## config.mk

```make
export PLATFORM = sky130hd
export DESIGN_NAME = dtcm_timers
export DESIGN_NICKNAME = d
export VERILOG_FILES = /design/src/core/dtcm_pkg.sv /design/src/core/dtcm_timers.sv
export SDC_FILE = /design/constraint.sdc
export NUM_CORES = 1
export LEC_CHECK = 0
export BUFFER_PORTS_ARGS = -buffer_cell sky130_fd_sc_hd__buf_4
export CORE_MARGIN = 3
export CORE_UTILIZATION = 35
export CTS_CLUSTER_DIAMETER = 100
export DETAILED_ROUTE_END_ITERATION = 6
export GPL_ROUTABILITY_DRIVEN = 0
export PLACE_DENSITY = 0.62
export SYNTH_ARGS = -nofsm -noshare
export SYNTH_HDL_FRONTEND = slang
export SYNTH_SLANG_ARGS = --single-unit
```

## constraint.sdc

```tcl
create_clock -name CLK -period 7.35 [get_ports CLK]
set_input_delay 0 -clock CLK [delete_from_list [all_inputs] [get_ports CLK]]
set_output_delay 0 -clock CLK [all_outputs]
set_load 0.005 [all_outputs]
```

## src/core/dtcm_pkg.sv

```systemverilog
// ==========================================================================
// shared constants of the dual timer/counter block
// ==========================================================================
package dtcm_pkg;

  // ========================================================================
  // special function register addresses
  // ========================================================================
  localparam logic [7:0] ADDR_CTRL_FLAG = 8'h88;  // timer_ctrl_flag_reg
  localparam logic [7:0] ADDR_MODE      = 8'h89;  // timer_mode_reg
  localparam logic [7:0] ADDR_CLO_ZERO  = 8'h8a;  // count_low_zero
  localparam logic [7:0] ADDR_CLO_ONE   = 8'h8b;  // count_low_one
  localparam logic [7:0] ADDR_CHI_ZERO  = 8'h8c;  // count_high_zero
  localparam logic [7:0] ADDR_CHI_ONE   = 8'h8d;  // count_high_one
  localparam logic [7:0] ADDR_RATE      = 8'h8e;  // clock_rate_reg

  // ========================================================================
  // reset values
  // ========================================================================
  localparam logic [7:0] RST_MODE  = 8'h00;
  localparam logic [3:0] RST_CTRL  = 4'h0;        // upper nibble only
  localparam logic [7:0] RST_RATE  = 8'h01;
  localparam logic [7:0] RST_COUNT = 8'h00;
  localparam logic [7:0] READ_ZERO = 8'h00;       // unmapped / reserved

  // ========================================================================
  // field positions
  // ========================================================================
  localparam int CTRL_OVF_ONE  = 7;  // overflow_flag_one
  localparam int CTRL_RUN_ONE  = 6;  // run_bit_one
  localparam int CTRL_OVF_ZERO = 5;  // overflow_flag_zero
  localparam int CTRL_RUN_ZERO = 4;  // run_bit_zero
  localparam int MODE_GATE_ONE = 7;
  localparam int MODE_CT_ONE   = 6;
  localparam int MODE_HI_ONE   = 5;  // mode_hi_bit, timer 1
  localparam int MODE_LO_ONE   = 4;  // mode_lo_bit, timer 1
  localparam int MODE_GATE_ZRO = 3;
  localparam int MODE_CT_ZRO   = 2;
  localparam int MODE_HI_ZRO   = 1;
  localparam int MODE_LO_ZRO   = 0;
  localparam int RATE_SEL_ONE  = 4;  // rate_select_one
  localparam int RATE_SEL_ZERO = 3;  // rate_select_zero
  localparam int EVT_BIT_ZERO  = 5;  // event_pin_zero on port 0
  localparam int EVT_BIT_ONE   = 6;  // event_pin_one on port 0

  // ========================================================================
  // counting modes
  // ========================================================================
  typedef logic [1:0] dtcm_mode_t;
  localparam dtcm_mode_t MODE_13BIT  = 2'h0;
  localparam dtcm_mode_t MODE_16BIT  = 2'h1;
  localparam dtcm_mode_t MODE_RELOAD = 2'h2;
  localparam dtcm_mode_t MODE_SPLIT  = 2'h3;

  // ========================================================================
  // prescaler: one counter 0..11 yields both /12 and /4 ticks
  // ========================================================================
  localparam logic [3:0] PRESC_LAST = 4'hb;       // divide by 12
  localparam logic [3:0] PRESC_ZERO = 4'h0;
  localparam logic [1:0] QUART_LAST = 2'h3;       // divide by 4
  localparam logic [4:0] LOW5_ALL   = 5'h1f;      // 13 bit low part full
  localparam logic [7:0] BYTE_ALL   = 8'hff;

endpackage : dtcm_pkg

```

## src/core/dtcm_timers.sv

```systemverilog
// Behaviour
// - timer from clock or event pin counter
// - event inputs on port 0 bits 5,6
// - 16 bit count as two byte registers
// - four modes, control and flags register
// - mode field: 13, 16, reload, split
// - split mode applies to timer 0 only
// - mode bits 7..4 steer timer 1
// - mode bits 3..0 steer timer 0
// - timer 1 gated: run and pin high
// - timer 1 ungated: run bit alone
// - timer 1 clock /4, /12 or pin
// - timer 0 gating by run and pin
// - timer 0 clock /4, /12 or pin
// - 13 bit wrap sets flag, pulses output
// - 16 bit wraps from all ones
// - reload mode reloads low from high
// - split: high byte uses timer 1 bits
`timescale 1ns/100ps

module dtcm_timers
  import dtcm_pkg::*;
(
  input  wire logic       CLK,               // cpu clock, 25 MHz
  input  wire logic       RST,               // asynchronous, active high
  input  wire logic [7:0] SFR_ADDR,          // register address
  input  wire logic [7:0] SFR_WDATA,         // write data
  input  wire logic       SFR_WE,            // write strobe, one cycle
  input  wire logic       SFR_RE,            // read strobe, one cycle
  output logic      [7:0] SFR_RDATA,         // read data, a cycle after strobe
  input  wire logic [7:0] PORT0_IN,          // port 0 pin levels
  input  wire logic       EXT_IRQ_PIN_ZERO_N,// gate input of timer 0
  input  wire logic       EXT_IRQ_PIN_ONE_N, // gate input of timer 1
  input  wire logic       FLAG_ACK_ZERO,     // vectoring clears flag 0
  input  wire logic       FLAG_ACK_ONE,      // vectoring clears flag 1
  output logic            OVF_FLAG_ZERO,     // overflow flag of timer 0
  output logic            OVF_FLAG_ONE,      // overflow flag of timer 1
  output logic            OVF_PULSE_ZERO,    // one-cycle wrap pulse
  output logic            OVF_PULSE_ONE      // one-cycle wrap pulse
);

  // ==========================================================================
  // step function shared by both timers in modes 0 to 2
  // ==========================================================================
  // returns {overflow, high, low}; split mode holds, used for timer 1 stop
  function automatic logic [16:0] timer_step(input dtcm_mode_t mode,
                                             input logic [7:0] hi,
                                             input logic [7:0] lo,
                                             input logic       inc);
    logic [16:0] res;
    res = {1'b0, hi, lo};
    if (inc)
    begin
      unique case (mode)
        // five low bits then the high byte
        MODE_13BIT:
        begin
          res[4:0] = lo[4:0] + 5'h01;
          if (lo[4:0] == LOW5_ALL)
          begin
            res[15:8] = hi + 8'h01;
            res[16]   = (hi == BYTE_ALL);
          end
        end
        MODE_16BIT:
        begin
          res[7:0] = lo + 8'h01;
          if (lo == BYTE_ALL)
          begin
            res[15:8] = hi + 8'h01;
            res[16]   = (hi == BYTE_ALL);
          end
        end
        // low byte reloads from high byte
        MODE_RELOAD:
        begin
          res[7:0] = (lo == BYTE_ALL) ? hi : lo + 8'h01;
          res[16]  = (lo == BYTE_ALL);
        end
        MODE_SPLIT:
        begin
          res = {1'b0, hi, lo};
        end
      endcase
    end
    return res;
  endfunction : timer_step

  // ==========================================================================
  // prescaler
  // ==========================================================================
  logic [3:0] presc_ff;     // 0..11 cpu clock counter
  logic [3:0] nxt_presc;
  logic       tick12;       // one-cycle pulse every 12 clocks
  logic       tick4;        // one-cycle pulse every 4 clocks

  // free-running divider; both rates come from one counter so they align
  always_comb
  begin
    nxt_presc = (presc_ff == PRESC_LAST) ? PRESC_ZERO : presc_ff + 4'h1;
    tick12    = (presc_ff == PRESC_LAST);
    tick4     = (presc_ff[1:0] == QUART_LAST);
  end

  always_ff @(posedge CLK or posedge RST)
  begin
    if (RST)
      presc_ff <= PRESC_ZERO;
    else
      presc_ff <= nxt_presc;
  end

  // ==========================================================================
  // event pin synchroniser and falling edge detect
  // ==========================================================================
  logic [1:0] ev_meta_ff;   // first stage, read only by second stage
  logic [1:0] ev_sync_ff;   // second stage
  logic [1:0] ev_prev_ff;   // previous synchronised level
  logic [1:0] nxt_ev_meta;
  logic [1:0] ev_fall;      // one pulse per high-to-low transition

  // event pins are port 0 bits 5 and 6
  always_comb
  begin
    nxt_ev_meta = {PORT0_IN[EVT_BIT_ONE], PORT0_IN[EVT_BIT_ZERO]};
    ev_fall     = ev_prev_ff & ~ev_sync_ff;
  end

  // pins idle high at reset so no false edge is seen on release
  always_ff @(posedge CLK or posedge RST)
  begin
    if (RST)
    begin
      ev_meta_ff <= 2'h3;
      ev_sync_ff <= 2'h3;
      ev_prev_ff <= 2'h3;
    end
    else
    begin
      ev_meta_ff <= nxt_ev_meta;
      ev_sync_ff <= ev_meta_ff;
      ev_prev_ff <= ev_sync_ff;
    end
  end

  // ==========================================================================
  // registers and counters
  // ==========================================================================
  logic [7:0] mode_ff;      // timer_mode_reg
  logic [3:0] ctrl_ff;      // timer_ctrl_flag_reg bits 7..4
  logic [7:0] rate_ff;      // clock_rate_reg
  logic [7:0] clo0_ff;      // count_low_zero
  logic [7:0] chi0_ff;      // count_high_zero
  logic [7:0] clo1_ff;      // count_low_one
  logic [7:0] chi1_ff;      // count_high_one
  logic       pulse0_ff;    // wrap pulse timer 0
  logic       pulse1_ff;    // wrap pulse timer 1
  logic [7:0] rdata_ff;     // read data holding
  logic [7:0] nxt_mode;
  logic [3:0] nxt_ctrl;
  logic [7:0] nxt_rate;
  logic [7:0] nxt_clo0;
  logic [7:0] nxt_chi0;
  logic [7:0] nxt_clo1;
  logic [7:0] nxt_chi1;
  logic       nxt_pulse0;
  logic       nxt_pulse1;
  logic [7:0] nxt_rdata;
  dtcm_mode_t mode0;        // timer 0 mode field
  dtcm_mode_t mode1;        // timer 1 mode field
  logic       run0;         // run_bit_zero
  logic       run1;         // run_bit_one
  logic       div0;         // divided clock tick for timer 0
  logic       div1;         // divided clock tick for timer 1
  logic       inc0;         // timer 0 (or low byte in split) advances
  logic       inc1;         // timer 1 advances
  logic       inc0_hi;      // split high byte advances
  logic       ovf0;         // wrap events this cycle
  logic       ovf1;
  logic       ovf0_hi;
  logic [16:0] step0;
  logic [16:0] step1;
  logic [7:0]  lo_split;    // split-mode low byte next
  logic [7:0]  hi_split;    // split-mode high byte next

  // counting, flags and software access; software write beats a count step
  always_comb
  begin
    mode0 = mode_ff[MODE_HI_ZRO:MODE_LO_ZRO];
    mode1 = mode_ff[MODE_HI_ONE:MODE_LO_ONE];
    run0  = ctrl_ff[CTRL_RUN_ZERO - 4];
    run1  = ctrl_ff[CTRL_RUN_ONE - 4];
    // divide by 4 when rate select set, else 12
    div0  = rate_ff[RATE_SEL_ZERO] ? tick4 : tick12;
    div1  = rate_ff[RATE_SEL_ONE] ? tick4 : tick12;
    // gate needs pin high as well as run
    // counter/timer select picks pin or divider
    inc0  = run0 & (~mode_ff[MODE_GATE_ZRO] | EXT_IRQ_PIN_ZERO_N)
                 & (mode_ff[MODE_CT_ZRO] ? ev_fall[0] : div0);
    // gated timer 1 needs pin high
    // ungated timer 1 ignores the pin
    inc1  = run1 & (~mode_ff[MODE_GATE_ONE] | EXT_IRQ_PIN_ONE_N)
                 & (mode_ff[MODE_CT_ONE] ? ev_fall[1] : div1);
    // split high byte counts divided clock under run_bit_one
    inc0_hi = run1 & div0;

    // decode the mode field per timer
    step0    = timer_step(mode0, chi0_ff, clo0_ff, inc0);
    // timer 1 in split value only holds its count
    step1    = timer_step(mode1, chi1_ff, clo1_ff, inc1);
    lo_split = clo0_ff + (inc0 ? 8'h01 : 8'h00);
    hi_split = chi0_ff + (inc0_hi ? 8'h01 : 8'h00);

    // split mode reuses timer 1 flag for the high byte
    if (mode0 == MODE_SPLIT)
    begin
      nxt_clo0 = lo_split;
      nxt_chi0 = hi_split;
      ovf0     = inc0 & (clo0_ff == BYTE_ALL);
      ovf0_hi  = inc0_hi & (chi0_ff == BYTE_ALL);
    end
    else
    begin
      nxt_clo0 = step0[7:0];
      nxt_chi0 = step0[15:8];
      ovf0     = step0[16];
      ovf0_hi  = 1'b0;
    end
    nxt_clo1 = step1[7:0];
    nxt_chi1 = step1[15:8];
    ovf1     = step1[16];

    // output pulse for one clock on wrap
    nxt_pulse0 = ovf0;
    nxt_pulse1 = ovf1;

    nxt_mode = mode_ff;
    nxt_rate = rate_ff;
    nxt_ctrl = ctrl_ff;

    // flag clear by vectoring, run or clear by software write
    if (FLAG_ACK_ZERO)
      nxt_ctrl[CTRL_OVF_ZERO - 4] = 1'b0;
    if (FLAG_ACK_ONE)
      nxt_ctrl[CTRL_OVF_ONE - 4] = 1'b0;

    // byte-wide software access to counts and settings
    if (SFR_WE)
    begin
      unique case (SFR_ADDR)
        ADDR_CTRL_FLAG: nxt_ctrl = SFR_WDATA[7:4];
        ADDR_MODE:      nxt_mode = SFR_WDATA;
        ADDR_RATE:      nxt_rate = SFR_WDATA;
        ADDR_CLO_ZERO:  nxt_clo0 = SFR_WDATA;
        ADDR_CHI_ZERO:  nxt_chi0 = SFR_WDATA;
        ADDR_CLO_ONE:   nxt_clo1 = SFR_WDATA;
        ADDR_CHI_ONE:   nxt_chi1 = SFR_WDATA;
        default:        nxt_mode = mode_ff;  // other addresses not ours
      endcase
    end

    // hardware set wins over any clear in the same cycle
    if (ovf0)
      nxt_ctrl[CTRL_OVF_ZERO - 4] = 1'b1;
    // in split mode the high byte owns flag 1, timer 1 does not
    if (ovf0_hi | (ovf1 & (mode0 != MODE_SPLIT)))
      nxt_ctrl[CTRL_OVF_ONE - 4] = 1'b1;

    // read mux; unmapped and reserved bits read zero
    nxt_rdata = rdata_ff;
    if (SFR_RE)
    begin
      unique case (SFR_ADDR)
        ADDR_CTRL_FLAG: nxt_rdata = {ctrl_ff, 4'h0};
        ADDR_MODE:      nxt_rdata = mode_ff;
        ADDR_RATE:      nxt_rdata = rate_ff;
        ADDR_CLO_ZERO:  nxt_rdata = clo0_ff;
        ADDR_CHI_ZERO:  nxt_rdata = chi0_ff;
        ADDR_CLO_ONE:   nxt_rdata = clo1_ff;
        ADDR_CHI_ONE:   nxt_rdata = chi1_ff;
        default:        nxt_rdata = READ_ZERO;
      endcase
    end
  end

  // state registers
  always_ff @(posedge CLK or posedge RST)
  begin
    if (RST)
    begin
      mode_ff   <= RST_MODE;
      ctrl_ff   <= RST_CTRL;
      rate_ff   <= RST_RATE;
      clo0_ff   <= RST_COUNT;
      chi0_ff   <= RST_COUNT;
      clo1_ff   <= RST_COUNT;
      chi1_ff   <= RST_COUNT;
      pulse0_ff <= 1'b0;
      pulse1_ff <= 1'b0;
      rdata_ff  <= READ_ZERO;
    end
    else
    begin
      mode_ff   <= nxt_mode;
      ctrl_ff   <= nxt_ctrl;
      rate_ff   <= nxt_rate;
      clo0_ff   <= nxt_clo0;
      chi0_ff   <= nxt_chi0;
      clo1_ff   <= nxt_clo1;
      chi1_ff   <= nxt_chi1;
      pulse0_ff <= nxt_pulse0;
      pulse1_ff <= nxt_pulse1;
      rdata_ff  <= nxt_rdata;
    end
  end

  // ==========================================================================
  // outputs, all from flip-flops
  // ==========================================================================
  assign SFR_RDATA      = rdata_ff;
  assign OVF_FLAG_ZERO  = ctrl_ff[CTRL_OVF_ZERO - 4];
  assign OVF_FLAG_ONE   = ctrl_ff[CTRL_OVF_ONE - 4];
  assign OVF_PULSE_ZERO = pulse0_ff;
  assign OVF_PULSE_ONE  = pulse1_ff;

endmodule : dtcm_timers

```

* Word level (Yosys, flattened, before mapping)
Index checks and enable logic that the tools add are counted.
** Operators by class
- Divide/modulo/power cells :: 0
- Bitwise operators :: 15
- Eq/ne operators :: 22
- Muxes and demuxes :: 42
- Reductions and logical operators :: 5
- $add $sub $neg :: 9
- Shifts and indexed selects :: 0
- Multipliers :: 0
- Order comparisons :: 0
** Operators by type and width (count)
- 8-bit two-way mux :: 12
- 8-bit equality test (second input constant) :: 11
- 8-bit case mux with 7 select lines :: 1
- 9-bit two-way mux :: 4
- 17-bit two-way mux :: 2
- 8-bit by 1-bit adder with 8-bit output (second input constant) :: 4
- 8-bit case mux with 2 select lines :: 2
- 5-bit case mux with 4 select lines :: 1
- 8-bit by 1-bit adder with 8-bit output :: 2
- 5-bit case mux with 3 select lines :: 1
- 1-bit two-way mux :: 12
- 4-bit two-way mux :: 3
- 3-bit case mux with 2 select lines :: 2
- 5-bit by 1-bit adder with 5-bit output (second input constant) :: 2
- 2-bit equality test (second input constant) :: 5
- 5-bit equality test (second input constant) :: 2
- 1-bit bitwise AND :: 8
- 2-bit AND reduction :: 3
- 4-bit by 1-bit adder with 4-bit output (second input constant) :: 1
- 2-bit by 1-bit equality test with 1-bit output (second input constant) :: 2
- 4-bit equality test (second input constant) :: 1
- 2-bit zero test :: 2
- 1-bit case mux with 4 select lines :: 1
- 1-bit bitwise OR :: 3
- 5 further kinds :: 6
** Word-level totals
- Flip-flop bits (word level) :: 72
- Latch bits :: 0
- Bits of input ports :: 32
- Memories kept :: 0
- Output and inout bits :: 12
- Word-level logic and storage cells :: 108
- ROM bits :: 0
- Memory bits (writable) :: 0

* Longest topological paths before layout
Gate-level depths: netlist of run 1.
- Word-level depth :: 9
- Gate-level depth with buffers :: 12

* Worst setup path after synthesis of run 1
OpenSTA, ideal clock, no wires.
- Kind :: reg2reg
- Start point :: reg presc_ff[0]
- End point :: reg clo0_ff[6]
- Data required time :: 7.224 ns
- Buffers on the path :: 2
- Setup slack :: 4.966 ns
- Arrival time :: 2.258 ns
- Cell stages (with the launch flop) :: 13
- Clock period less this slack :: 2.384 ns
- Library setup time :: 0.126 ns
- Cell sequence :: dfrtp_1 > ha_1 > o21a_1 > buf_2 > o21ai_2 > inv_1 > buf_2 > ha_1 > ha_1 > nand4_1 > xor2_1 > nor3_1 > a221o_1
** On the way
- Cells in the longest elaborated chain, start to end :: 9
- Elaborated cells on any way between the ends :: 11
- Those cells by class :: add/sub (1); eq/ne (2); mux (7); bitwise (1)
** RTL lines
- start, declared :: RTL line dtcm_timers.sv:92 : logic [3:0] presc_ff;
- start signal, assigned :: RTL line dtcm_timers.sv:110 : presc_ff <= nxt_presc;
- 4-bit equality test / 2-bit equality test (equally long branches) :: RTL line dtcm_timers.sv:101, dtcm_timers.sv:102
- 1-bit two-way mux * :: RTL line dtcm_timers.sv:194 : div0 = rate_ff[RATE_SEL_ZERO] ? tick4 : tick12;
- 1-bit two-way mux * :: RTL line dtcm_timers.sv:199 : & (mode_ff[MODE_CT_ZRO] ? ev_fall[0] : div0);
- 1-bit bitwise AND * :: RTL line dtcm_timers.sv:199
- 1-bit two-way mux :: RTL line dtcm_timers.sv:211 : lo_split = clo0_ff + (inc0 ? 8'h01 : 8'h00);
- 8-bit by 1-bit adder with 8-bit output :: RTL line dtcm_timers.sv:211
- 8-bit two-way mux * :: RTL line dtcm_timers.sv:215 : if (mode0 == MODE_SPLIT)
- 8-bit two-way mux :: RTL line dtcm_timers.sv:250 : unique case (SFR_ADDR)
- 8-bit two-way mux * :: RTL line dtcm_timers.sv:248 : if (SFR_WE)
- net nxt_clo0[6] :: RTL line dtcm_timers.sv:162 : logic [7:0] nxt_clo0;
- end signal, assigned :: RTL line dtcm_timers.sv:307 : clo0_ff <= nxt_clo0;
- end, declared :: RTL line dtcm_timers.sv:152 : logic [7:0] clo0_ff;
Mark *: on every way through the listed nets, which the timed path passes. The rest lies on a longest branch.
A chain may end at the register's enable or synchronous reset.

* Worst setup path in the final report of run 1
- Start point :: reg presc_ff[0]
- End point :: reg clo0_ff[7]
Same word-level chain as after synthesis.

==> impl_metrics.ini, run 1 <==
[route]
viasPerCell = 6.28
drtIter0Drc = 538
wl_mm = 17.1
drt_first_pass_iters = 6
antenna_left = 0
routedWlPerCell_um = 20.6
via_count = 5206
drt_drc_violations_left = 0

[cts]
post_cts_buffers = 0
cts_sinks = 72
numCtsBuffers = 9
cts_root_buffer = clkbuf_16
cts_tree = done
post_cts_resize_count = 0
cts_hold_buffers = 8
insertion_delay_ps = 350
htree_levels = 3
clk_pin_slew_ps = 60
cts_buffer_depth = 2

[power_and_ir_drop]
ir_worst_vdd_mv = 0.117
leakagePower_uw = 0.00242
p_per_area_nw_per_um2 = 182

[synth]
syn-cell-area_um2 = 5390
synth_edf_count = 0
avgSynthCellArea_um2 = 8.52
synth_top_area_share_pct = 30.2
yosysTopAreaCell = dfrtp_1
syn_inst = 632
synth_seq_area_share_pct = 33.6
ys_seq_elements = 72
synth.most_common_cell = dfrtp_1
yosysUniqueCellTypes = 78
synthesis.nets = 681
ys_async_sr_fraction_pct = 100
synth_common_cells = 65 x dfrtp_1, 54 x nor2_1, 39 x a21oi_1, 39 x nand2_1, 39 x o21ai_0
synthTopCellsByArea = dfrtp_1 30%, mux2_2 5.6%, ha_1 3.9%
ys.flop_type = dfrtp_1
ys.warnings.count = 0

[critical_path]
crit_chain = ha_1 > o21a_1 > o21ai_2 > inv_1 > ha_1 > nand2_1 > nor3_1 > nor3b_1 > a21oi_1 > a31oi_1
cp_max_fo = 11
cp.arrival_ps = 3170
critPathMaxStageDelay_ps = 400
cp_common_cell = ha_1
cp_slowest_cell = nor3_1
endpoint_kind = flip-flop
crit_buf_inv = 1
critical-path-top-delay-family = compound AO/OA/AOI/OAI gates
r2r_slack_ps = 4450
start_kind = flip-flop
worstPathRequired_ps = 7620
critical_path_class = flip-flop to flip-flop

[placed_design]
dp_hpwl_mm = 12.1
portBuffers = 37
post-place-cells = 805

[timing]
setup_violations = 0
period_share_pct = 39.4
max_freq_mhz = 345
fin_tns_setup_ps = 0
finalCriticalPeriod_ps = 2900
rsz0062_at_grt = no
tightest_slew_ps = 1070
fin_skew_ps = 8.86
relSlewSlack_pct = 28.4
slew_viol_final = 0
hold_viol = 0

[floorplanning]
rows = 44
dieHeight_um = 130
die_w_um = 130
core-area_um2 = 14800
dieArea_um2 = 16900
io-pin-count = 44
initial_core_util_pct = 36.4

[finish]
nets = 689
syn_to_final_growth_pct = 12.0
n_fill_cell = 1461
fin_cells = 829
drive_above_1_share_pct = 16.0
insertedDiodeCount = 0

[worst_hold_path]
hold_class = primary input to flip-flop

[run]
cap_violations = 0

[global_route]
grt_pass1_wl_mm = 27.2
grt_pass1_vias = 5022
antenna_found_initial = 0
overflow = 0
track_usage_pct = 20.7
grt_max_degree = 73

[run_status]
status = completed
==> cell families (layout without fill, tap and decap cells) <==
family,after synthesis,count (layout),synth area share [%]
xor gates and xnor gates,12,12,1.95
AOI/OAI and AO/OA,186,186,23.6
buffers and inverters,79,92,6.78
DFF,72,72,33.6
muxes,37,37,7.73
adders and majority gates,17,17,3.95
and+or+nand+nor,229,229,22.4
==> report_power, final <==
| part | total, µW | internal, µW | switching (µW) |
|---|---|---|---|
| Combinational | 162 | 69.6 | 92.6 |
| Sequential | 481 | 423 | 58.0 |
| Clock | 453 | 266 | 187 |
==> through the flow <==
stage | utilization, % | area [µm²] | hold WS, ps | power, µW | setup slack, ps
finish | 40.7 | 6030 | 15.4 | 1100 | 4450
CTS | 40.7 | 6030 | 1.03 | 1100 | 4510
global placement | 38.2 | 5650 | 110 | 638 | 4590
global route | 40.7 | 6030 | 14.5 | 1150 | 4290
floorplan | - | 5390 | 4.48 | 582 | 4970
detailed placement | 38.2 | 5650 | 111 | 642 | 4540
==> layout make-up <==
type | count | area [µm²] | share of cell area (%)
multi-input combinational | 481 | 3210 | 53.2
sequential | 72 | 1810 | 30.0
timing repair buffer | 46 | 365 | 6.06
tap | 184 | 230 | 3.82
clock buffer | 9 | 225 | 3.73
inverter | 30 | 113 | 1.87
clock inverter | 7 | 77.6 | 1.29
==> layer usage <==
layer,track usage [%],up-vias,wire (µm)
met5,0,-,0
met4,7.95,0,577
met3,5.89,45,1350
met2,31.5,214,7750
met1,28.0,2551,7380
li1,-,2396,-
==> sequential cells by signal, summed over array words and instances (netlist names) <==
register	cells
clo1_ff	8
rate_ff	8
clo0_ff	8
ev_meta_ff	2
ctrl_ff	4
OVF_PULSE_ONE	1
presc_ff	4
mode_ff	8
chi1_ff	8
SFR_RDATA	8
ev_prev_ff	2
ev_sync_ff	2
OVF_PULSE_ZERO	1
chi0_ff	8
==> final timing paths <==
| check | to | from | depth (start not counted) |
|---|---|---|---|
| max in group asynchronous | clo0_ff[4] | RST | 4 |
| hold / removal | clo0_ff[7] | SFR_WDATA[7] | 3 |
| hold reg to reg | ev_sync_ff[1] | ev_meta_ff[1] | 0 |
| setup / recovery | clo0_ff[7] | presc_ff[0] | 10 |
| setup reg to reg | clo0_ff[7] | presc_ff[0] | 10 |
| min in group asynchronous | clo1_ff[0] | RST | 4 |
==> worst min-delay path, stage by stage <==
cell	delay [ps]
buf_4	170
nor2_1	110
a31oi_1	40
==> layout by cell type, fill, tap and decap left out, drive strengths merged, types with 8 or more instances in the layout <==
| cell type | count |
|---|---|
| dfrtp | 65 |
| nor2 | 55 |
| a21oi | 40 |
| o21ai | 40 |
| nand2 | 39 |
| buf | 38 |
| nand3 | 37 |
| inv | 32 |
| mux2 | 27 |
| ha | 17 |
| nand4 | 17 |
| o22ai | 14 |
| a31oi | 14 |
| nor3 | 14 |
| nor2b | 13 |
| and3 | 13 |
| nor4 | 9 |
| mux2i | 9 |
| clkbuf | 9 |
| dlygate4sd3 | 8 |
No activity file was read; power rests on OpenSTA's default activity.
==> inputs of run 2 (changes only) <==
==> constraint.sdc (replaced) <==
create_clock -name CLK -period 3 [get_ports CLK]
set_input_delay 0 -clock CLK [delete_from_list [all_inputs] [get_ports CLK]]
set_output_delay 0 -clock CLK [all_outputs]
set_load 0.005 [all_outputs]
==> run 2 against run 1 <==
Net effect:
- clock power rose to 2.6 times the previous value
- largest cell class unchanged
- hold slack got worse by 1.7 ps
- design area rose by 0.91%
==> impl_metrics.ini, run 2 (synthesis results as in run 1) <==
[timing]
rsz0062_at_grt = no
fin_skew_ps = 7.90
fin_tns_setup_ps = 0
finalCriticalPeriod_ps = 2500
relSlewSlack_pct = 42.3
max_freq_mhz = 401
period_share_pct = 83.2
tightest_slew_ps = 866
hold_viol = 0
setup_violations = 0
slew_viol_final = 0

[critical_path]
endpoint_kind = flip-flop
r2r_end = clo0_ff[6]
critical_path_class = flip-flop to flip-flop
worstPathRequired_ps = 3220
cp.arrival_ps = 2720
r2r_slack_ps = 500
crit_start = presc_ff[0]
start_kind = flip-flop
cp_max_fo = 9
setup.worst_path.end = clo0_ff[6]
reg2reg_from = presc_ff[0]
r2r_cells = 10

[cts]
cts_root_buffer = clkbuf_16
cts_buffer_depth = 2
htree_levels = 3
cts_tree = done
insertion_delay_ps = 340
post_cts_buffers = 0
numCtsBuffers = 9
clk_pin_slew_ps = 60
cts_sinks = 72

[worst_hold_path]
hold_class = primary input to flip-flop

[global_route]
grt_pass1_wl_mm = 27.1
overflow = 0
antenna_found_initial = 0
grt_pass1_vias = 4970
grt_max_degree = 33
track_usage_pct = 20.7

[floorplanning]
dieArea_um2 = 16900
rows = 44
io-pin-count = 44
initial_core_util_pct = 36.4
die_w_um = 130
core-area_um2 = 14800
dieHeight_um = 130

[power_and_ir_drop]
ir_worst_vdd_mv = 0.245
leakagePower_uw = 0.00245
finalPower_uw = 2760
p_per_area_nw_per_um2 = 453

[route]
routedWlPerCell_um = 20.4
drtIter0Drc = 665
via_count = 5205
drt_first_pass_iters = 5
antenna_left = 0
drt_drc_violations_left = 0
wl_mm = 17.0
viasPerCell = 6.25

[finish]
drive_above_1_share_pct = 16.5
final_common_cell = dfrtp_1
syn_to_final_growth_pct = 13.0
insertedDiodeCount = 0
n_fill_cell = 1473
final_cell_mix = 65 x dfrtp_1, 54 x nor2_1, 42 x buf_4
nets = 693

[run_status]
status = completed

[run]
cap_violations = 0

[placed_design]
dp_hpwl_mm = 12.3
portBuffers = 37
==> run 2: through the flow <==
| stage | setup slack (ps) | hold slack, ps | utilization, % | cells | area [µm²] |
|---|---|---|---|---|---|
| 2_1_floorplan | 616 | 4.48 | - | 632 | 5390 |
| 4_1_cts | 524 | 6.15 | 41.0 | 832 | 6080 |
| 3_3_place_gp | 577 | 110 | 38.4 | 809 | 5680 |
| 6_report | 504 | 13.7 | 41.1 | 833 | 6090 |
| 5_1_grt | 259 | 5.13 | 41.1 | 833 | 6090 |
| 3_5_place_dp | 551 | 111 | 38.4 | 809 | 5680 |
==> run 2: worst min path at each step <==
stage	startpoint	endpoint	slack, ps	depth (start not counted)
floorplan	PORT0_IN[5]	ev_meta_ff[0]	4	0
global placement	PORT0_IN[6]	ev_meta_ff[1]	110	1
detailed placement	PORT0_IN[6]	ev_meta_ff[1]	110	1
CTS	SFR_WDATA[6]	clo1_ff[6]	6	3
global route	SFR_WDATA[6]	clo1_ff[6]	5	3
finish	FLAG_ACK_ONE	ctrl_ff[3]	10	4
==> run 2: per-layer routing <==
metal | track usage [%] | wire length (µm)
met3 | 5.32 | 1410
met2 | 31.8 | 7900
met4 | 7.21 | 484
met5 | 0 | 0
met1 | 28.3 | 7230
==> run 2: layout make-up <==
class,count,area (µm²),area share [%]
Tap cell,184,230,3.78
Sequential cell,72,1810,29.7
Timing Repair Buffer,50,395,6.49
Clock inverter,7,103,1.69
Inverter,30,113,1.85
Multi-Input combinational cell,481,3210,52.8
Clock buffer,9,225,3.70
==> run 2: power breakdown <==
group,leakage (µW),switching [µW],internal (µW)
sequential,0.000936,141,1040
clock,0.000157,445,736
combinational,0.00136,229,172
total,0.00245,815,1940
==> run 2: what timing repair did <==
item	4_1_cts	5_1_grt
resized for setup	0	0
hold buffers	7	1
hold endpoints to repair	48	1
==> run 2: worst max-delay path: stages, from the launching register on <==
cell,delay (ps)
dfrtp_1,390
ha_1,270
o21a_1,250
o21ai_2,330
inv_1,100
ha_1,210
ha_1,220
nand4_1,120
xor2_1,150
nor3_1,60
a221o_1,270
